**src/twb_pkg.sv**
```systemverilog
package twb_pkg;
    // prescaler source dividers of the system clock
    localparam int unsigned SRC_DIV_FAST = 16;
    localparam int unsigned SRC_DIV_SLOW = 512;
    // half of a bus clock period per prescale step, in system clock cycles
    localparam logic [12:0] HALF_FAST = 13'(SRC_DIV_FAST / 2);
    localparam logic [12:0] HALF_SLOW = 13'(SRC_DIV_SLOW / 2);
    // system clock cycles the bus stays busy after a stop
    localparam logic [2:0] BUSY_FREE_CYC = 3'h4;
    // bit counter landmarks within one byte
    localparam logic [3:0] BIT_ACK = 4'h8;
    localparam logic [3:0] BIT_AFTER_ACK = 4'h9;
    // address reserved for the general call
    localparam logic [6:0] GEN_CALL_ADDR = 7'h00;
    // byte engine states
    typedef enum logic [3:0] {
        ST_IDLE = 4'b0000,
        ST_START = 4'b0001,
        ST_LOW = 4'b0010,
        ST_HIGH = 4'b0011,
        ST_HOLD = 4'b0100,
        ST_STOP_A = 4'b0101,
        ST_STOP_B = 4'b0110,
        ST_SLV = 4'b0111,
        ST_SLV_HOLD = 4'b1000
    } twb_state_e;
endpackage

```
**src/twb_line_if.sv**
```systemverilog
`timescale 1ns/1ps
// synchronised bus lines and their events, monitor to byte engine
interface twb_line_if;
    logic scl; // synchronised clock line
    logic sda; // synchronised data line
    logic scl_rise; // one-cycle pulse
    logic scl_fall; // one-cycle pulse
    logic start; // one-cycle pulse on start condition
    logic stop; // one-cycle pulse on stop condition
    logic busy; // level, bus occupied
    modport mon (output scl, sda, scl_rise, scl_fall, start, stop, busy);
    modport eng (input scl, sda, scl_rise, scl_fall, start, stop, busy);
endinterface

```
**src/twb_bus_monitor.sv**
```systemverilog
`timescale 1ns/1ps
module twb_bus_monitor
    import twb_pkg::*;
(
    input wire logic mclk_i,
    input wire logic resetn_i,
    input wire logic clk_en_i,
    input wire logic scl_i,
    input wire logic sda_i,
    twb_line_if.mon line
);
    logic [1:0] scl_sync_q; // [0] is read only by [1]
    logic [1:0] sda_sync_q;
    logic scl_d1_q; // previous synchronised levels
    logic sda_d1_q;
    logic [2:0] free_cnt_q; // delay from stop to free
    logic stop_seen_q;
    logic busy_q;

    // two-stage synchronisers for the pins
    always_ff @(posedge mclk_i or negedge resetn_i)
    begin
        if (!resetn_i)
        begin
            scl_sync_q <= 2'h3;
            sda_sync_q <= 2'h3;
            scl_d1_q <= 1'b1;
            sda_d1_q <= 1'b1;
        end
        else if (clk_en_i)
        begin
            scl_sync_q <= {scl_sync_q[0], scl_i};
            sda_sync_q <= {sda_sync_q[0], sda_i};
            scl_d1_q <= scl_sync_q[1];
            sda_d1_q <= sda_sync_q[1];
        end
    end

    assign line.scl = scl_sync_q[1];
    assign line.sda = sda_sync_q[1];
    assign line.scl_rise = clk_en_i & scl_sync_q[1] & ~scl_d1_q;
    assign line.scl_fall = clk_en_i & ~scl_sync_q[1] & scl_d1_q;
    // data edges qualified by clock high on both samples
    assign line.start = clk_en_i & scl_sync_q[1] & scl_d1_q & sda_d1_q & ~sda_sync_q[1]; // RL1
    assign line.stop = clk_en_i & scl_sync_q[1] & scl_d1_q & ~sda_d1_q & sda_sync_q[1]; // RL2
    assign line.busy = busy_q;

    // busy tracking in every role, so other masters are seen too
    always_ff @(posedge mclk_i or negedge resetn_i)
    begin
        if (!resetn_i)
        begin
            busy_q <= 1'b0;
            stop_seen_q <= 1'b0;
            free_cnt_q <= 3'h0;
        end
        else if (clk_en_i)
        begin
            if (line.start) // RL4 RL21
            begin
                busy_q <= 1'b1;
                stop_seen_q <= 1'b0;
            end
            else if (line.stop)
            begin
                stop_seen_q <= 1'b1;
                free_cnt_q <= 3'h0;
            end
            else if (stop_seen_q)
            begin
                // a few clocks of grace before the bus is free
                if (free_cnt_q == BUSY_FREE_CYC - 3'h1) // RL4
                begin
                    busy_q <= 1'b0;
                    stop_seen_q <= 1'b0;
                end
                free_cnt_q <= free_cnt_q + 3'h1;
            end
        end
    end

    start_shape_a: assert property (@(posedge mclk_i) disable iff (!resetn_i)
        line.start |-> (line.scl && !line.sda && $past(sda_sync_q[1]))) // RL1
        else $error("start seen without sda fall under high scl");
    stop_shape_a: assert property (@(posedge mclk_i) disable iff (!resetn_i)
        line.stop |-> (line.scl && line.sda && !$past(sda_sync_q[1]))) // RL2
        else $error("stop seen without sda rise under high scl");
    busy_after_start_a: assert property (@(posedge mclk_i) disable iff (!resetn_i)
        line.start |=> busy_q) // RL4
        else $error("bus not busy after start");
    free_after_stop_a: assert property (@(posedge mclk_i) disable iff (!resetn_i)
        (line.stop && clk_en_i) ##1 (!line.start && clk_en_i)[*4] |=> !busy_q) // RL4
        else $error("bus not free a few clocks after stop");
endmodule // twb_bus_monitor

```
**src/twb_controller.sv**
```systemverilog
`timescale 1ns/1ps
// Function
// RL1: start is sda falling while scl high
// RL2: stop is sda rising while scl high
// RL3: slave never makes start or stop
// RL4: busy from start, free shortly after stop
// RL5: address byte is seven bits plus direction
// RL6: first byte after start is the address
// RL7: bytes are eight bits, count unlimited
// RL8: most significant bit goes first
// RL9: receiver acknowledges on the ninth clock
// RL10: master clocks the acknowledge pulse
// RL11: starting master ends with the stop
// RL12: arbitration picks a single master; the code arbitrates during the address byte only
// RL13: master transmit holds scl low while flagged
// RL14: software loads next byte before clearing flag
// RL15: receive holds scl low while flagged
// RL16: software reads byte before clearing flag
// RL17: flag on byte, address match, lost arbitration
// RL18: acknowledge enable chooses ack or nack
// RL19: bus rate is source over prescale plus one
// RL20: losing master drops off the bus
// RL21: start and stop tracked in every role
module twb_controller
    import twb_pkg::*;
(
    input wire logic mclk_i,
    input wire logic resetn_i,
    input wire logic clk_en_i,
    input wire logic scl_i,
    output logic scl_o,
    output logic scl_oe_o,
    input wire logic sda_i,
    output logic sda_o,
    output logic sda_oe_o,
    input wire logic start_req_i, // pulse: begin a master transfer
    input wire logic stop_req_i, // level: end after the current byte
    input wire logic hold_wr_i, // pulse: write the holding register
    input wire logic [7:0] hold_wdata_i,
    input wire logic flag_clr_i, // pulse: clear the event flag
    input wire logic ack_generate_enable_i,
    input wire logic prescale_source_select_i,
    input wire logic [3:0] bus_clock_prescale_i,
    input wire logic [6:0] own_addr_i,
    output logic [7:0] serial_data_holding_reg_o,
    output logic bus_event_flag_o,
    output logic busy_o,
    output logic master_o,
    output logic arb_lost_o,
    output logic ack_rx_o,
    output logic addr_match_o
);
    twb_line_if line ();

    twb_bus_monitor u_mon (
        .mclk_i(mclk_i),
        .resetn_i(resetn_i),
        .clk_en_i(clk_en_i),
        .scl_i(scl_i),
        .sda_i(sda_i),
        .line(line.mon)
    );

    twb_state_e state_q;
    logic [12:0] div_cnt_q; // half-period counter
    logic [12:0] half_lim; // half-period length in cycles
    logic tick; // end of a bus clock half period
    logic [7:0] shift_q; // byte shifter
    logic [3:0] bit_q; // bit position, 8 is the ack
    logic first_q; // address byte pending
    logic dir_rx_q; // this node receives the data bytes
    logic scl_oe_q;
    logic sda_oe_q;
    logic [7:0] hold_q;
    logic flag_q;
    logic flag_set; // hardware event this cycle
    logic cap_rx; // capture received byte into holding
    logic arb_q;
    logic ack_q;
    logic match_q;
    logic busy_q;
    logic master_q; // registered master role

    // bus clock: source divider times prescale plus one, split in halves
    assign half_lim = 13'({9'h0, bus_clock_prescale_i} + 13'h1)
        * (prescale_source_select_i ? HALF_SLOW : HALF_FAST); // RL19
    assign tick = clk_en_i && (div_cnt_q == half_lim - 13'h1);

    // half-period timer, held at zero while a slave stretches the high phase
    always_ff @(posedge mclk_i or negedge resetn_i)
    begin
        if (!resetn_i)
            div_cnt_q <= 13'h0;
        else if (clk_en_i)
        begin
            if (state_q == ST_IDLE || state_q == ST_HOLD || tick)
                div_cnt_q <= 13'h0;
            else if (state_q == ST_HIGH && !line.scl)
                div_cnt_q <= 13'h0; // wait for released scl
            else
                div_cnt_q <= div_cnt_q + 13'h1;
        end
    end

    // byte engine for master and slave roles
    always_ff @(posedge mclk_i or negedge resetn_i)
    begin
        if (!resetn_i)
        begin
            state_q <= ST_IDLE;
            shift_q <= 8'h00;
            bit_q <= 4'h0;
            first_q <= 1'b0;
            dir_rx_q <= 1'b0;
            scl_oe_q <= 1'b0;
            sda_oe_q <= 1'b0;
            arb_q <= 1'b0;
            ack_q <= 1'b0;
            match_q <= 1'b0;
        end
        else if (clk_en_i)
        begin
            case (state_q)
                ST_IDLE:
                begin
                    scl_oe_q <= 1'b0;
                    sda_oe_q <= 1'b0;
                    if (start_req_i && !line.busy)
                    begin
                        sda_oe_q <= 1'b1; // RL1 start under released scl
                        shift_q <= hold_q; // RL6 RL5 address byte
                        first_q <= 1'b1;
                        dir_rx_q <= 1'b0;
                        arb_q <= 1'b0;
                        state_q <= ST_START;
                    end
                    else if (line.start)
                    begin
                        bit_q <= 4'h0; // RL21 follow another master
                        first_q <= 1'b1;
                        match_q <= 1'b0;
                        state_q <= ST_SLV;
                    end
                end
                ST_START:
                    if (tick)
                    begin
                        scl_oe_q <= 1'b1;
                        bit_q <= 4'h0;
                        state_q <= ST_LOW;
                    end
                ST_LOW:
                begin
                    // data moves two cycles after scl falls, so never beside an scl edge
                    if (div_cnt_q == 13'h1)
                        sda_oe_q <= (bit_q < BIT_ACK) ? !dir_rx_q && !shift_q[7] // RL8
                            : dir_rx_q && ack_generate_enable_i; // RL9 RL18
                    if (tick)
                    begin
                        scl_oe_q <= 1'b0; // RL10 master clocks every bit
                        state_q <= ST_HIGH;
                    end
                end
                ST_HIGH:
                    if (tick)
                    begin
                        scl_oe_q <= 1'b1;
                        if (bit_q < BIT_ACK)
                        begin
                            if (first_q && !sda_oe_q && !line.sda) // RL12 RL20
                            begin
                                arb_q <= 1'b1;
                                scl_oe_q <= 1'b0;
                                state_q <= ST_IDLE;
                            end
                            else
                            begin
                                shift_q <= {shift_q[6:0], line.sda}; // RL7
                                bit_q <= bit_q + 4'h1;
                                state_q <= ST_LOW;
                            end
                        end
                        else
                        begin
                            ack_q <= !line.sda;
                            if (first_q)
                                dir_rx_q <= shift_q[0]; // RL5 one means read
                            first_q <= 1'b0;
                            bit_q <= 4'h0;
                            state_q <= ST_HOLD;
                        end
                    end
                ST_HOLD:
                begin
                    // scl stays low until software clears the flag
                    sda_oe_q <= 1'b0;
                    if (!flag_q && !flag_set) // RL13 RL15
                    begin
                        if (stop_req_i) // RL11
                        begin
                            sda_oe_q <= 1'b1;
                            state_q <= ST_STOP_A;
                        end
                        else
                        begin
                            shift_q <= hold_q; // RL14 byte loaded beforehand
                            state_q <= ST_LOW;
                        end
                    end
                end
                ST_STOP_A:
                    if (tick)
                    begin
                        scl_oe_q <= 1'b0;
                        state_q <= ST_STOP_B;
                    end
                ST_STOP_B:
                    if (tick)
                    begin
                        sda_oe_q <= 1'b0; // RL2 sda rises under high scl
                        state_q <= ST_IDLE;
                    end
                ST_SLV:
                begin
                    if (line.stop)
                    begin
                        sda_oe_q <= 1'b0;
                        state_q <= ST_IDLE;
                    end
                    else if (line.start)
                    begin
                        sda_oe_q <= 1'b0;
                        bit_q <= 4'h0;
                        first_q <= 1'b1;
                    end
                    else if (line.scl_rise)
                    begin
                        if (bit_q < BIT_ACK)
                        begin
                            shift_q <= {shift_q[6:0], line.sda};
                            bit_q <= bit_q + 4'h1;
                        end
                        else
                            ack_q <= !line.sda;
                    end
                    else if (line.scl_fall)
                    begin
                        // slave drives sda only after a falling scl edge
                        if (bit_q == BIT_ACK)
                        begin
                            if (!first_q || shift_q[7:1] == own_addr_i
                                || (shift_q[7:1] == GEN_CALL_ADDR && !shift_q[0]))
                            begin
                                if (first_q)
                                begin
                                    dir_rx_q <= !shift_q[0];
                                    match_q <= 1'b1;
                                end
                                first_q <= 1'b0;
                                sda_oe_q <= (first_q || dir_rx_q) && ack_generate_enable_i; // RL3 RL18
                                scl_oe_q <= 1'b1;
                                state_q <= ST_SLV_HOLD;
                            end
                            else
                                state_q <= ST_IDLE;
                        end
                        else if (bit_q == BIT_AFTER_ACK)
                        begin
                            bit_q <= 4'h0;
                            if (!dir_rx_q && ack_q)
                            begin
                                shift_q <= hold_q;
                                sda_oe_q <= !hold_q[7]; // RL8
                            end
                            else if (!dir_rx_q)
                            begin
                                sda_oe_q <= 1'b0; // nack ends slave transmit
                                state_q <= ST_IDLE;
                            end
                            else
                                sda_oe_q <= 1'b0;
                        end
                        else if (!dir_rx_q && !first_q) // RL3 silent while the address arrives
                            sda_oe_q <= !shift_q[7];
                    end
                end
                ST_SLV_HOLD:
                    if (!flag_q && !flag_set) // RL15 RL13
                    begin
                        scl_oe_q <= 1'b0;
                        bit_q <= BIT_AFTER_ACK;
                        state_q <= ST_SLV;
                    end
                default:
                    state_q <= ST_IDLE;
            endcase
        end
    end

    // events: byte done, address match, lost arbitration
    assign flag_set = clk_en_i && ((tick && state_q == ST_HIGH
        && (bit_q == BIT_ACK || (first_q && !sda_oe_q && !line.sda)))
        || (state_q == ST_SLV && line.scl_fall && bit_q == BIT_ACK && !line.stop && !line.start
        && (!first_q || shift_q[7:1] == own_addr_i
        || (shift_q[7:1] == GEN_CALL_ADDR && !shift_q[0])))); // RL17
    assign cap_rx = flag_set && !first_q && dir_rx_q;

    // event flag, hardware set beats a same-cycle software clear
    always_ff @(posedge mclk_i or negedge resetn_i)
    begin
        if (!resetn_i)
            flag_q <= 1'b0;
        else if (clk_en_i)
        begin
            if (flag_set) // RL17
                flag_q <= 1'b1;
            else if (flag_clr_i)
                flag_q <= 1'b0;
        end
    end

    // holding register, received byte wins over a cpu write
    always_ff @(posedge mclk_i or negedge resetn_i)
    begin
        if (!resetn_i)
            hold_q <= 8'h00;
        else if (clk_en_i)
        begin
            if (cap_rx) // RL16 read before clearing
                hold_q <= shift_q;
            else if (hold_wr_i)
                hold_q <= hold_wdata_i;
        end
    end

    // registered copies of busy and master role, so both outputs leave a flop
    always_ff @(posedge mclk_i or negedge resetn_i)
    begin
        if (!resetn_i)
        begin
            busy_q <= 1'b0;
            master_q <= 1'b0;
        end
        else if (clk_en_i)
        begin
            busy_q <= line.busy;
            master_q <= state_q inside {ST_START, ST_LOW, ST_HIGH, ST_HOLD, ST_STOP_A, ST_STOP_B};
        end
    end

    assign scl_o = 1'b0; // open drain, only ever pulls low
    assign sda_o = 1'b0;
    assign scl_oe_o = scl_oe_q;
    assign sda_oe_o = sda_oe_q;
    assign serial_data_holding_reg_o = hold_q;
    assign bus_event_flag_o = flag_q;
    assign busy_o = busy_q;
    assign master_o = master_q;
    assign arb_lost_o = arb_q;
    assign ack_rx_o = ack_q;
    assign addr_match_o = match_q;

    hold_scl_low_a: assert property (@(posedge mclk_i) disable iff (!resetn_i)
        (state_q == ST_HOLD && flag_q) |=> scl_oe_q) // RL13 RL15
        else $error("scl released while event pending");
    flag_on_byte_a: assert property (@(posedge mclk_i) disable iff (!resetn_i)
        (state_q == ST_HIGH && tick && bit_q == BIT_ACK) |=> flag_q && state_q == ST_HOLD) // RL17
        else $error("no flag after master byte");
    arb_release_a: assert property (@(posedge mclk_i) disable iff (!resetn_i)
        $rose(arb_q) |-> !sda_oe_q && !scl_oe_q && state_q == ST_IDLE) // RL20
        else $error("bus still driven after lost arbitration");
    msb_first_a: assert property (@(posedge mclk_i) disable iff (!resetn_i)
        (state_q == ST_LOW && tick && bit_q < BIT_ACK && !dir_rx_q)
        |=> sda_oe_q == !$past(shift_q[7])) // RL8
        else $error("bit driven is not the shifter msb");
    ack_drive_a: assert property (@(posedge mclk_i) disable iff (!resetn_i)
        (state_q == ST_LOW && tick && bit_q == BIT_ACK && dir_rx_q)
        |=> sda_oe_q == $past(ack_generate_enable_i)) // RL9 RL18
        else $error("ack level disagrees with enable");
    slave_no_cond_a: assert property (@(posedge mclk_i) disable iff (!resetn_i)
        ($past(state_q) == ST_SLV && $changed(sda_oe_q)) |-> !$past(line.scl) || $past(line.start)) // RL3
        else $error("slave moved sda while scl high");
endmodule // twb_controller

```
**config.mk**
```make
export PLATFORM = sky130hd
export DESIGN_NAME = twb_controller
export DESIGN_NICKNAME = d
export VERILOG_FILES = /design/src/twb_pkg.sv /design/src/twb_line_if.sv /design/src/twb_bus_monitor.sv /design/src/twb_controller.sv
export SDC_FILE = /design/constraint.sdc
export NUM_CORES = 1
export LEC_CHECK = 0
export BUFFER_PORTS_ARGS = -buffer_cell sky130_fd_sc_hd__buf_2
export CAP_MARGIN = 40
export CORE_AREA = 2 2 94 96
export CTS_BUF_LIST = sky130_fd_sc_hd__clkbuf_16
export DETAILED_ROUTE_END_ITERATION = 12
export DIE_AREA = 0 0 96 98
export HOLD_SLACK_MARGIN = 0.15
export MAX_ROUTING_LAYER = met4
export PLACE_DENSITY = 0.76
export SYNTH_ARGS = -nofsm -noshare
export SYNTH_HDL_FRONTEND = slang
export SYNTH_SLANG_ARGS = --single-unit
```
**constraint.sdc**
```tcl
create_clock -name mclk_i -period 2.7 [get_ports mclk_i]
set_input_delay 0.54 -clock mclk_i [delete_from_list [all_inputs] [get_ports mclk_i]]
set_output_delay 0.54 -clock mclk_i [all_outputs]
set_load 0.05 [all_outputs]
```
==> results_tabular.tex, run 1 <==
\begin{tabular}{lr}
\hline
Metric & Value \\
\hline
\multicolumn{2}{l}{\textbf{Timing}} \\
Number of pins exceeding their max-slew limit in the final report & 0 \\
Relative slew slack & 48.1\% \\
Fmax & 272 MHz \\
Clock period minus worst slack & 3670 ps \\
Number of failing hold endpoints at the final stage & 0 \\
Final-report setup violation count & 44 \\
Worst hold-check slack & 228 ps \\
Final period utilization & 136\% \\
Slew of the pin with the lowest slew margin & 771 ps \\
Setup Skew & 8.34 ps \\
Unrepaired setup endpoints after global routing & true \\
Crit path setup slack, layout & -975 ps \\
\multicolumn{2}{l}{\textbf{Yosys}} \\
Main combinational cell family by area after synthesis & simple AND/OR/NAND/NOR gates \\
Multiplexer share of the synthesized area & 11.3\% \\
Register bit total from synthesis & 58 \\
Synthesized cell area & 4450 um2 \\
Compound-gate portion of the synthesized area & 18.7\% \\
Synthesized instance count & 497 \\
Cell types with the highest counts after synthesis & 52 x sky130\_fd\_sc\_hd\_\_dfrtp\_1, 45 x sky130\_fd\_sc\_hd\_\_nand2\_1, 30 x sky130\_fd\_sc\_hd\_\_o21ai\_0, 26 x sky130\_fd\_sc\_hd\_\_inv\_1, 23 x sky130\_fd\_sc\_hd\_\_ha\_1 \\
Synthesized-area fraction occupied by xor and xnor cells & 4.33\% \\
Top cell type's share of synthesized area & 29.3\% \\
Top cells by area, synth & sky130\_fd\_sc\_hd\_\_dfrtp\_1 29\%, sky130\_fd\_sc\_hd\_\_ha\_1 6.5\%, sky130\_fd\_sc\_hd\_\_mux2\_2 5.6\% \\
Number of distinct library cells after synthesis & 67 \\
Post-synth top area cell & sky130\_fd\_sc\_hd\_\_dfrtp\_1 \\
Adder-Cell Fraction of Synth Area & 7.15\% \\
Most frequently used cell type in the post-synthesis netlist & sky130\_fd\_sc\_hd\_\_dfrtp\_1 \\
Share of the yosys chip area belonging to registers & 32.8\% \\
Number of enable-type register cells in the synthesized netlist & 0 \\
Syn\_area\_per\_cell & 8.94 um2 \\
Synth Area in Simple Gates & 20.5\% \\
Fraction of registers with async set/reset & 100\% \\
Count of synthesis-stage warnings from yosys & 0 \\
Most used flip-flop cell after synthesis & sky130\_fd\_sc\_hd\_\_dfrtp\_1 \\
\multicolumn{2}{l}{\textbf{Drt}} \\
Highest Signal Layer & met4 \\
Routed WL per cell & 19.2 um \\
Starting DRC count in detailed routing & 316 \\
Via/cell ratio & 6.16 \\
Routed Antenna Nets & 0 \\
Met3 wire length & 786 um \\
Total via count in the routed design & 4409 \\
Total iterations of the first detailed-routing run & 5 \\
Routed length on met1 & 5.98 mm \\
Remaining DRCs & 0 \\
Met2 wire len & 6.74 mm \\
Post-Route WL & 13.8 mm \\
\multicolumn{2}{l}{\textbf{Finish}} \\
Final cell count without fillers & 716 \\
Final Instance Area & 6180 um2 \\
Synth-to-layout area growth & 39.0\% \\
Count of nets after finishing & 658 \\
Number of inserted diodes & 0 \\
Fraction of final layout cells sized beyond drive strength 1 & 41.3\% \\
\multicolumn{2}{l}{\textbf{Global route}} \\
Overflow after GRT & 0 \\
Number of antenna violations at the first check in global routing & 0 \\
Overall routing resource usage & 31.5\% \\
Wire length of the first global-routing pass & 22.5 mm \\
Maximum number of pins on one net before global-route repair & 36 \\
Via count of the first global-routing pass & 4435 \\
\multicolumn{2}{l}{\textbf{Clock tree}} \\
Bufs on Longest Clock Path & 2 \\
Clock tree from TritonCTS & built \\
Skew-Pair Late Insertion Delay & 330 ps \\
Worst-path clk slew & 50 ps \\
Number of buffers inserted during clock tree synthesis & 9 \\
Depth of the CTS H-tree & 3 \\
Root buffer cell & sky130\_fd\_sc\_hd\_\_clkbuf\_16 \\
Total clock sinks & 58 \\
\multicolumn{2}{l}{\textbf{Floorplanning}} \\
Y dimension of the die & 98 um \\
Number of top-level pins & 48 \\
Total die area & 9410 um2 \\
Die Span X & 96 um \\
Total core area & 8470 um2 \\
Core Rows & 34 \\
Starting utilization of the core area & 52.5\% \\
\multicolumn{2}{l}{\textbf{Run status}} \\
Failing checks & negative setup slack \\
Status & finished with violations \\
\multicolumn{2}{l}{\textbf{Critical path}} \\
CP max-delay cell & sky130\_fd\_sc\_hd\_\_fa\_2 \\
Cell family with the largest share of critical-path delay & simple AND/OR/NAND/NOR gates \\
Crit path capture type & flop \\
Classification of the worst setup path & input port to flop \\
CP bufs+invs & 4 \\
Critical Path Source Type & input port \\
Cells traversed along the worst timing path & buf\_8 -> buf\_6 -> nand3\_4 -> xor2\_2 -> or2\_4 -> ha\_4 -> inv\_1 -> fa\_2 -> nor2b\_4 -> o2111ai\_2 -> a21oi\_1 -> nand3b\_1 -> a2111oi\_4 -> buf\_4 -> or3\_4 -> a211oi\_4 -> mux2\_4 \\
Longest individual stage delay on the worst path & 400 ps \\
Data required time of the critical path & 2910 ps \\
Data arrival time of the worst path & 3890 ps \\
Maximum net fanout on the critical path & 4 \\
\multicolumn{2}{l}{\textbf{Power}} \\
Cell leakage power & 0.00273 uW \\
IR drop worst, VDD & 0.500 mV \\
Power density of the placed cells & 822 nW/um2 \\
\multicolumn{2}{l}{\textbf{Placement}} \\
Placed insts & 686 \\
Placed wire-length estimate after detailed placement & 9.66 mm \\
Placed standard-cell area & 5290 um2 \\
Final estimated routing congestion in global placement & 1.00 \\
I/O Buffers & 45 \\
\multicolumn{2}{l}{\textbf{Min path}} \\
Worst hold path class & input port to asynchronous set/reset pin \\
\multicolumn{2}{l}{\textbf{Run}} \\
Max-Cap Viols & 0 \\
\hline
\end{tabular}
worst register-to-register path: stages (launching register included):
cell and delay [ps]:
sky130_fd_sc_hd__dfrtp_1 400, sky130_fd_sc_hd__inv_1 100, sky130_fd_sc_hd__ha_1 210, sky130_fd_sc_hd__nor3b_1 270, sky130_fd_sc_hd__buf_4 200, sky130_fd_sc_hd__nand2_1 120
sky130_fd_sc_hd__nor4_1 670, sky130_fd_sc_hd__buf_4 270, sky130_fd_sc_hd__nor3_4 60, sky130_fd_sc_hd__o211ai_2 280, sky130_fd_sc_hd__mux2_4 320
worst paths after layout:
check / start / end / slack, ps / cells after the start
max: bus_clock_prescale_i[0] / state_q[2] / -970 / 17
min: resetn_i / busy_o / 230 / 1
max reg2reg: bit_q[1] / bit_q[3] / -330 / 10
min reg2reg: busy_o / busy_o / 500 / 1
max in group asynchronous: resetn_i / u_mon.scl_d1_q / 1800 / 2
min in group mclk_i: scl_i / u_mon.scl_sync_q[0] / 440 / 2
cells in the final DEF, fill, tap and decap left out, types with 18 or more instances in the layout:
cell                       count
sky130_fd_sc_hd__buf_2        42
sky130_fd_sc_hd__a21oi_1      18
sky130_fd_sc_hd__nor2_1       22
sky130_fd_sc_hd__dfrtp_1      52
sky130_fd_sc_hd__inv_1        24
sky130_fd_sc_hd__nand2b_1     19
sky130_fd_sc_hd__buf_4        59
sky130_fd_sc_hd__nand2_1      45
logic make-up (layout without fill, tap and decap cells):
family | Yosys count | count (layout)
AO/OA/AOI/OAI | 120 | 120
XOR/XNOR | 22 | 22
adder cells (fa/ha/maj) | 25 | 25
buffers and inverters | 55 | 164
flip-flops | 58 | 58
multiplexers | 43 | 43
other | 1 | 2
AND/OR/NAND/NOR | 173 | 174
repair_timing:
item / CTS / global route
endpoints found under the setup margin: 44 / 44
pin swaps: 24 / 42
buffers inserted: 11 / 7
resized for setup: 54 / 57
gates cloned: 1 / 0
hold buffers: 0 / 0
report_power, final:
part / total [uW] / leakage, uW / internal [uW] / switching, uW
clock network: 1120 / 0.000135 / 701 / 414
registers: 1400 / 0.000714 / 1100 / 300
logic: 2560 / 0.00188 / 1190 / 1370
total: 5080 / 0.00273 / 3000 / 2080
flip-flops by register name, summed over array words and instances (netlist names):
name / cells
ack_rx_o: 1
addr_match_o: 1
arb_lost_o: 1
bit_q: 4
bus_event_flag_o: 1
busy_o: 1
dir_rx_q: 1
div_cnt_q: 13
first_q: 1
master_o: 1
scl_oe_o: 1
sda_oe_o: 1
serial_data_holding_reg_o: 8
shift_q: 8
state_q: 4
u_mon.free_cnt_q: 3
u_mon.line.busy: 1
u_mon.scl_d1_q: 1
u_mon.scl_sync_q: 2
u_mon.sda_d1_q: 1
u_mon.sda_sync_q: 2
u_mon.stop_seen_q: 1
routing by layer:
layer  vias to the layer above  GRT usage [%]
met5                         -              -
met2                       188           49.3
li1                       2024              -
met4                         0           9.34
met1                      2171           42.1
met3                        26           5.09
per-stage QoR:
step / util (%) / worst slack, ps / TNS, ps / power [uW]
floorplan: - / -1080 / -36560 / 2920
global placement: 62.5 / -1340 / -53000 / 3550
detailed placement: 62.5 / -1450 / -57660 / 3630
CTS: 69.3 / -912 / -32860 / 4880
global route: 73.0 / -1100 / -40760 / 5360
finish: 73.0 / -975 / -35090 / 5080
cell type report:
cell class	instances	area, um2
flip-flops and latches	58	1460
repair buffers	122	911
fillers	569	2290
clock inverters	6	58.8
multi-input cells	386	3290
well taps	108	135
clock buffers	9	225
inverters	27	101
No activity file was read; power rests on OpenSTA's default activity.
==> run 2, diff against run 1 <==
- CORE_AREA: 2 2 94 96 -> 5 5 97 99
- DIE_AREA: 0 0 96 98 -> 0 0 102 104
- REMOVE_ABC_BUFFERS: not set -> 1
- clock period: 2.7 -> 3.36 ns (I/O delays scaled with it)
==> run 2 against run 1 <==
Against the previous run:
- final cell count decreased by 2.7%
- critical path type unchanged
- the flow still finishes with violations (negative setup slack)
- core utilization shrank 3.1 points
- wire length is 3.4% lower
- largest cell class unchanged
- first-iteration DRC count shrank 7.9%
- register-to-register slack improved by 880 ps
- setup slack improved by 440 ps
- critical path depth shrank 1
- highest routed layer unchanged
==> results_tabular.tex, run 2 (synthesis results as in run 1) <==
\begin{tabular}{lr}
\hline
Metric & Value \\
\hline
\multicolumn{2}{l}{\textbf{Run status}} \\
Status & finished with violations \\
Failing checks & negative setup slack \\
\multicolumn{2}{l}{\textbf{Clock tree}} \\
Total clock sinks & 58 (unchanged) \\
Number of hold buffers added after CTS & 0 (unchanged) \\
Depth of the CTS H-tree & 3 (unchanged) \\
Worst-path clk slew & 50 ps (about the same) \\
Number of buffers inserted during clock tree synthesis & 9 (unchanged) \\
Clock tree from TritonCTS & built \\
Root buffer cell & sky130\_fd\_sc\_hd\_\_clkbuf\_16 \\
Skew-Pair Late Insertion Delay & 330 ps (about the same) \\
Bufs on Longest Clock Path & 2 (unchanged) \\
\multicolumn{2}{l}{\textbf{Timing}} \\
Final period utilization & 116\% \\
Number of pins exceeding their max-slew limit in the final report & 0 (unchanged) \\
Final-report setup violation count & 43 (-2.3\%) \\
Number of failing hold endpoints at the final stage & 0 (unchanged) \\
Fmax & 257 MHz \\
Relative slew slack & 50.9\% (+2.8 points) \\
Unrepaired setup endpoints after global routing & true \\
Slew of the pin with the lowest slew margin & 734 ps (-37.0 ps) \\
Clock period minus worst slack & 3900 ps \\
Crit path setup slack, layout & -538 ps (+437 ps) \\
Setup Skew & 4.99 ps (-3.36 ps) \\
Worst hold-check slack & 362 ps (+133 ps) \\
\multicolumn{2}{l}{\textbf{Finish}} \\
Commonest cells after routing, fill and taps aside & 52 x sky130\_fd\_sc\_hd\_\_dfrtp\_1, 43 x sky130\_fd\_sc\_hd\_\_nand2\_1, 42 x sky130\_fd\_sc\_hd\_\_buf\_2, 39 x sky130\_fd\_sc\_hd\_\_buf\_4, 22 x sky130\_fd\_sc\_hd\_\_inv\_1 \\
Count of nets after finishing & 638 (-3.0\%) \\
Commonest non-fill, non-tap cell in the layout & sky130\_fd\_sc\_hd\_\_dfrtp\_1 \\
Synth-to-layout area growth & 33.0\% \\
Combined area of the multi-input logic cells & 3200 um2 (-2.8\%) \\
Fraction of final layout cells sized beyond drive strength 1 & 38.5\% (-2.7 points) \\
Register bank with the most flops & div\_cnt\_q \\
Layout fillers & 644 (+13\%) \\
Total area of sequential cells & 1460 um2 (unchanged) \\
Flip-flop count of the largest register after layout & 13 (unchanged) \\
Number of inserted diodes & 0 (unchanged) \\
\multicolumn{2}{l}{\textbf{Drt}} \\
Met3 wire length & 758 um (-3.6\%) \\
Post-Route WL & 13.3 mm (-3.4\%) \\
Routed length on met1 & 5.83 mm (-2.6\%) \\
Starting DRC count in detailed routing & 291 (-7.9\%) \\
Total via count in the routed design & 4216 (-4.4\%) \\
Routed WL per cell & 19.1 um (-0.77\%) \\
Highest Signal Layer & met4 \\
Routed Antenna Nets & 0 (unchanged) \\
Met2 wire len & 6.56 mm (-2.7\%) \\
Total iterations of the first detailed-routing run & 6 (+1) \\
Remaining DRCs & 0 (unchanged) \\
Via/cell ratio & 6.05 (-1.8\%) \\
\multicolumn{2}{l}{\textbf{Power}} \\
IR drop worst, VDD & 0.377 mV (-25\%) \\
Net switching fraction of the power & 41.7\% (+0.76 points) \\
Gate power share & 49.3\% (-1.1 points) \\
Sequential cell fraction of total power & 29.1\% (+1.5 points) \\
Total design power & 3900 uW (-23\%) \\
Power density of the placed cells & 660 nW/um2 (-20\%) \\
Cell leakage power & 0.00260 uW (-4.5\%) \\
Clk network pwr share & 21.6\% (-0.4 points) \\
Internal power & 2270 uW (-24\%) \\
Total net switching power & 1630 uW (-22\%) \\
\multicolumn{2}{l}{\textbf{Global route}} \\
Maximum number of pins on one net before global-route repair & 29 (-19\%) \\
Overflow after GRT & 0 (unchanged) \\
Via count of the first global-routing pass & 4235 (-4.5\%) \\
Number of antenna violations at the first check in global routing & 0 (unchanged) \\
Wire length of the first global-routing pass & 21.1 mm (-6.4\%) \\
Overall routing resource usage & 25.3\% (-6.2 points) \\
\multicolumn{2}{l}{\textbf{Critical path}} \\
Cells traversed along the worst timing path & buf\_8 -> ha\_4 -> xor2\_4 -> buf\_4 -> nand2\_2 -> inv\_1 -> ha\_1 -> ha\_4 -> buf\_4 -> a41o\_1 -> or3\_4 -> a211oi\_4 -> o21ai\_2 -> or3\_1 -> buf\_6 -> mux2\_4 \\
Crit path capture type & flop \\
Data arrival time of the worst path & 4110 ps (+220 ps) \\
Critical Path Source Type & input port \\
Maximum net fanout on the critical path & 8 (+4) \\
Data required time of the critical path & 3570 ps (+660 ps) \\
CP bufs+invs & 5 (+1) \\
Classification of the worst setup path & input port to flop \\
Longest individual stage delay on the worst path & 430 ps (+30 ps) \\
Cell family with the largest share of critical-path delay & simple AND/OR/NAND/NOR gates \\
CP max-delay cell & sky130\_fd\_sc\_hd\_\_or3\_4 \\
\multicolumn{2}{l}{\textbf{Min path}} \\
Worst hold path class & input port to asynchronous set/reset pin \\
\multicolumn{2}{l}{\textbf{Floorplanning}} \\
Total die area & 10600 um2 (+13\%) \\
Die Span X & 102 um (+6.3\%) \\
Starting utilization of the core area & 52.5\% (unchanged) \\
Core Rows & 34 (unchanged) \\
Total core area & 8470 um2 (unchanged) \\
Y dimension of the die & 104 um (+6.1\%) \\
Number of top-level pins & 48 (unchanged) \\
\multicolumn{2}{l}{\textbf{Run}} \\
Max-Cap Viols & 0 (unchanged) \\
\multicolumn{2}{l}{\textbf{Placement}} \\
I/O Buffers & 45 (unchanged) \\
Placed wire-length estimate after detailed placement & 8.99 mm (-6.9\%) \\
Final estimated routing congestion in global placement & 1.02 (+1.5\%) \\
\hline
\end{tabular}
-- run 2: cell types whose count changed in the layout (fill, tap and decap cells not counted), sizes merged --
cell,delta
inv,+1
bufinv,-1
clkinvlp,+1
clkbuf,-1
buf,-19
-- run 2: worst paths after layout --
check | start | end | slack (ps) | cells past startpoint
min in group mclk_i | u_mon.line.busy | u_mon.line.busy | 490 | 2
worst max register to register | div_cnt_q[12] | shift_q[7] | 550 | 9
worst max-delay path | bus_clock_prescale_i[0] | shift_q[7] | -540 | 16
max in group asynchronous | resetn_i | state_q[3] | 2220 | 2
worst min register to register | u_mon.line.busy | u_mon.line.busy | 490 | 2
worst min-delay path | resetn_i | serial_data_holding_reg_o[1] | 360 | 1
-- run 2: final cells by class --
cell class / instances / area share (%)
multi-input cells: 386 / 54.1
flip-flops and latches: 58 / 24.7
inverters: 27 / 1.76
well taps: 108 / 2.29
repair buffers: 102 / 12.6
clock inverters: 7 / 0.762
clock buffers: 9 / 3.81
-- run 2: power groups by stage --
stage                     Sequential, uW  Combinational, uW  Clock, uW
after global routing                1160               2060        877
after global placement              1120               1600          0
after floorplan                     1240               1000          0
final                               1140               1920        844
after detailed placement            1130               1640          0
after CTS                           1120               1800        843
-- run 2: per-layer routing --
layer | vias up | track usage (%)
met5 | - | -
met4 | 0 | 7.12
met3 | 18 | 4.23
met2 | 180 | 39.6
met1 | 2035 | 33.8
li1 | 1983 | -
-- run 2: what timing repair did --
item,CTS,global route
gates cloned,1,0
pin swaps,38,38
setup buffers,13,3
setup endpoints to repair,44,44
gates resized for setup,66,46
-- run 2: stage by stage --
stage	TNS (ps)	setup slack (ps)	instances	instance area (um2)	util, %
floorplan	-26720	-989	470	4330	-
global placement	-36000	-965	665	5000	59.1
detailed placement	-39900	-1060	665	5000	59.1
CTS	-16130	-498	694	5630	66.4
global route	-20890	-622	697	5910	69.8
finish	-16620	-538	697	5910	69.8
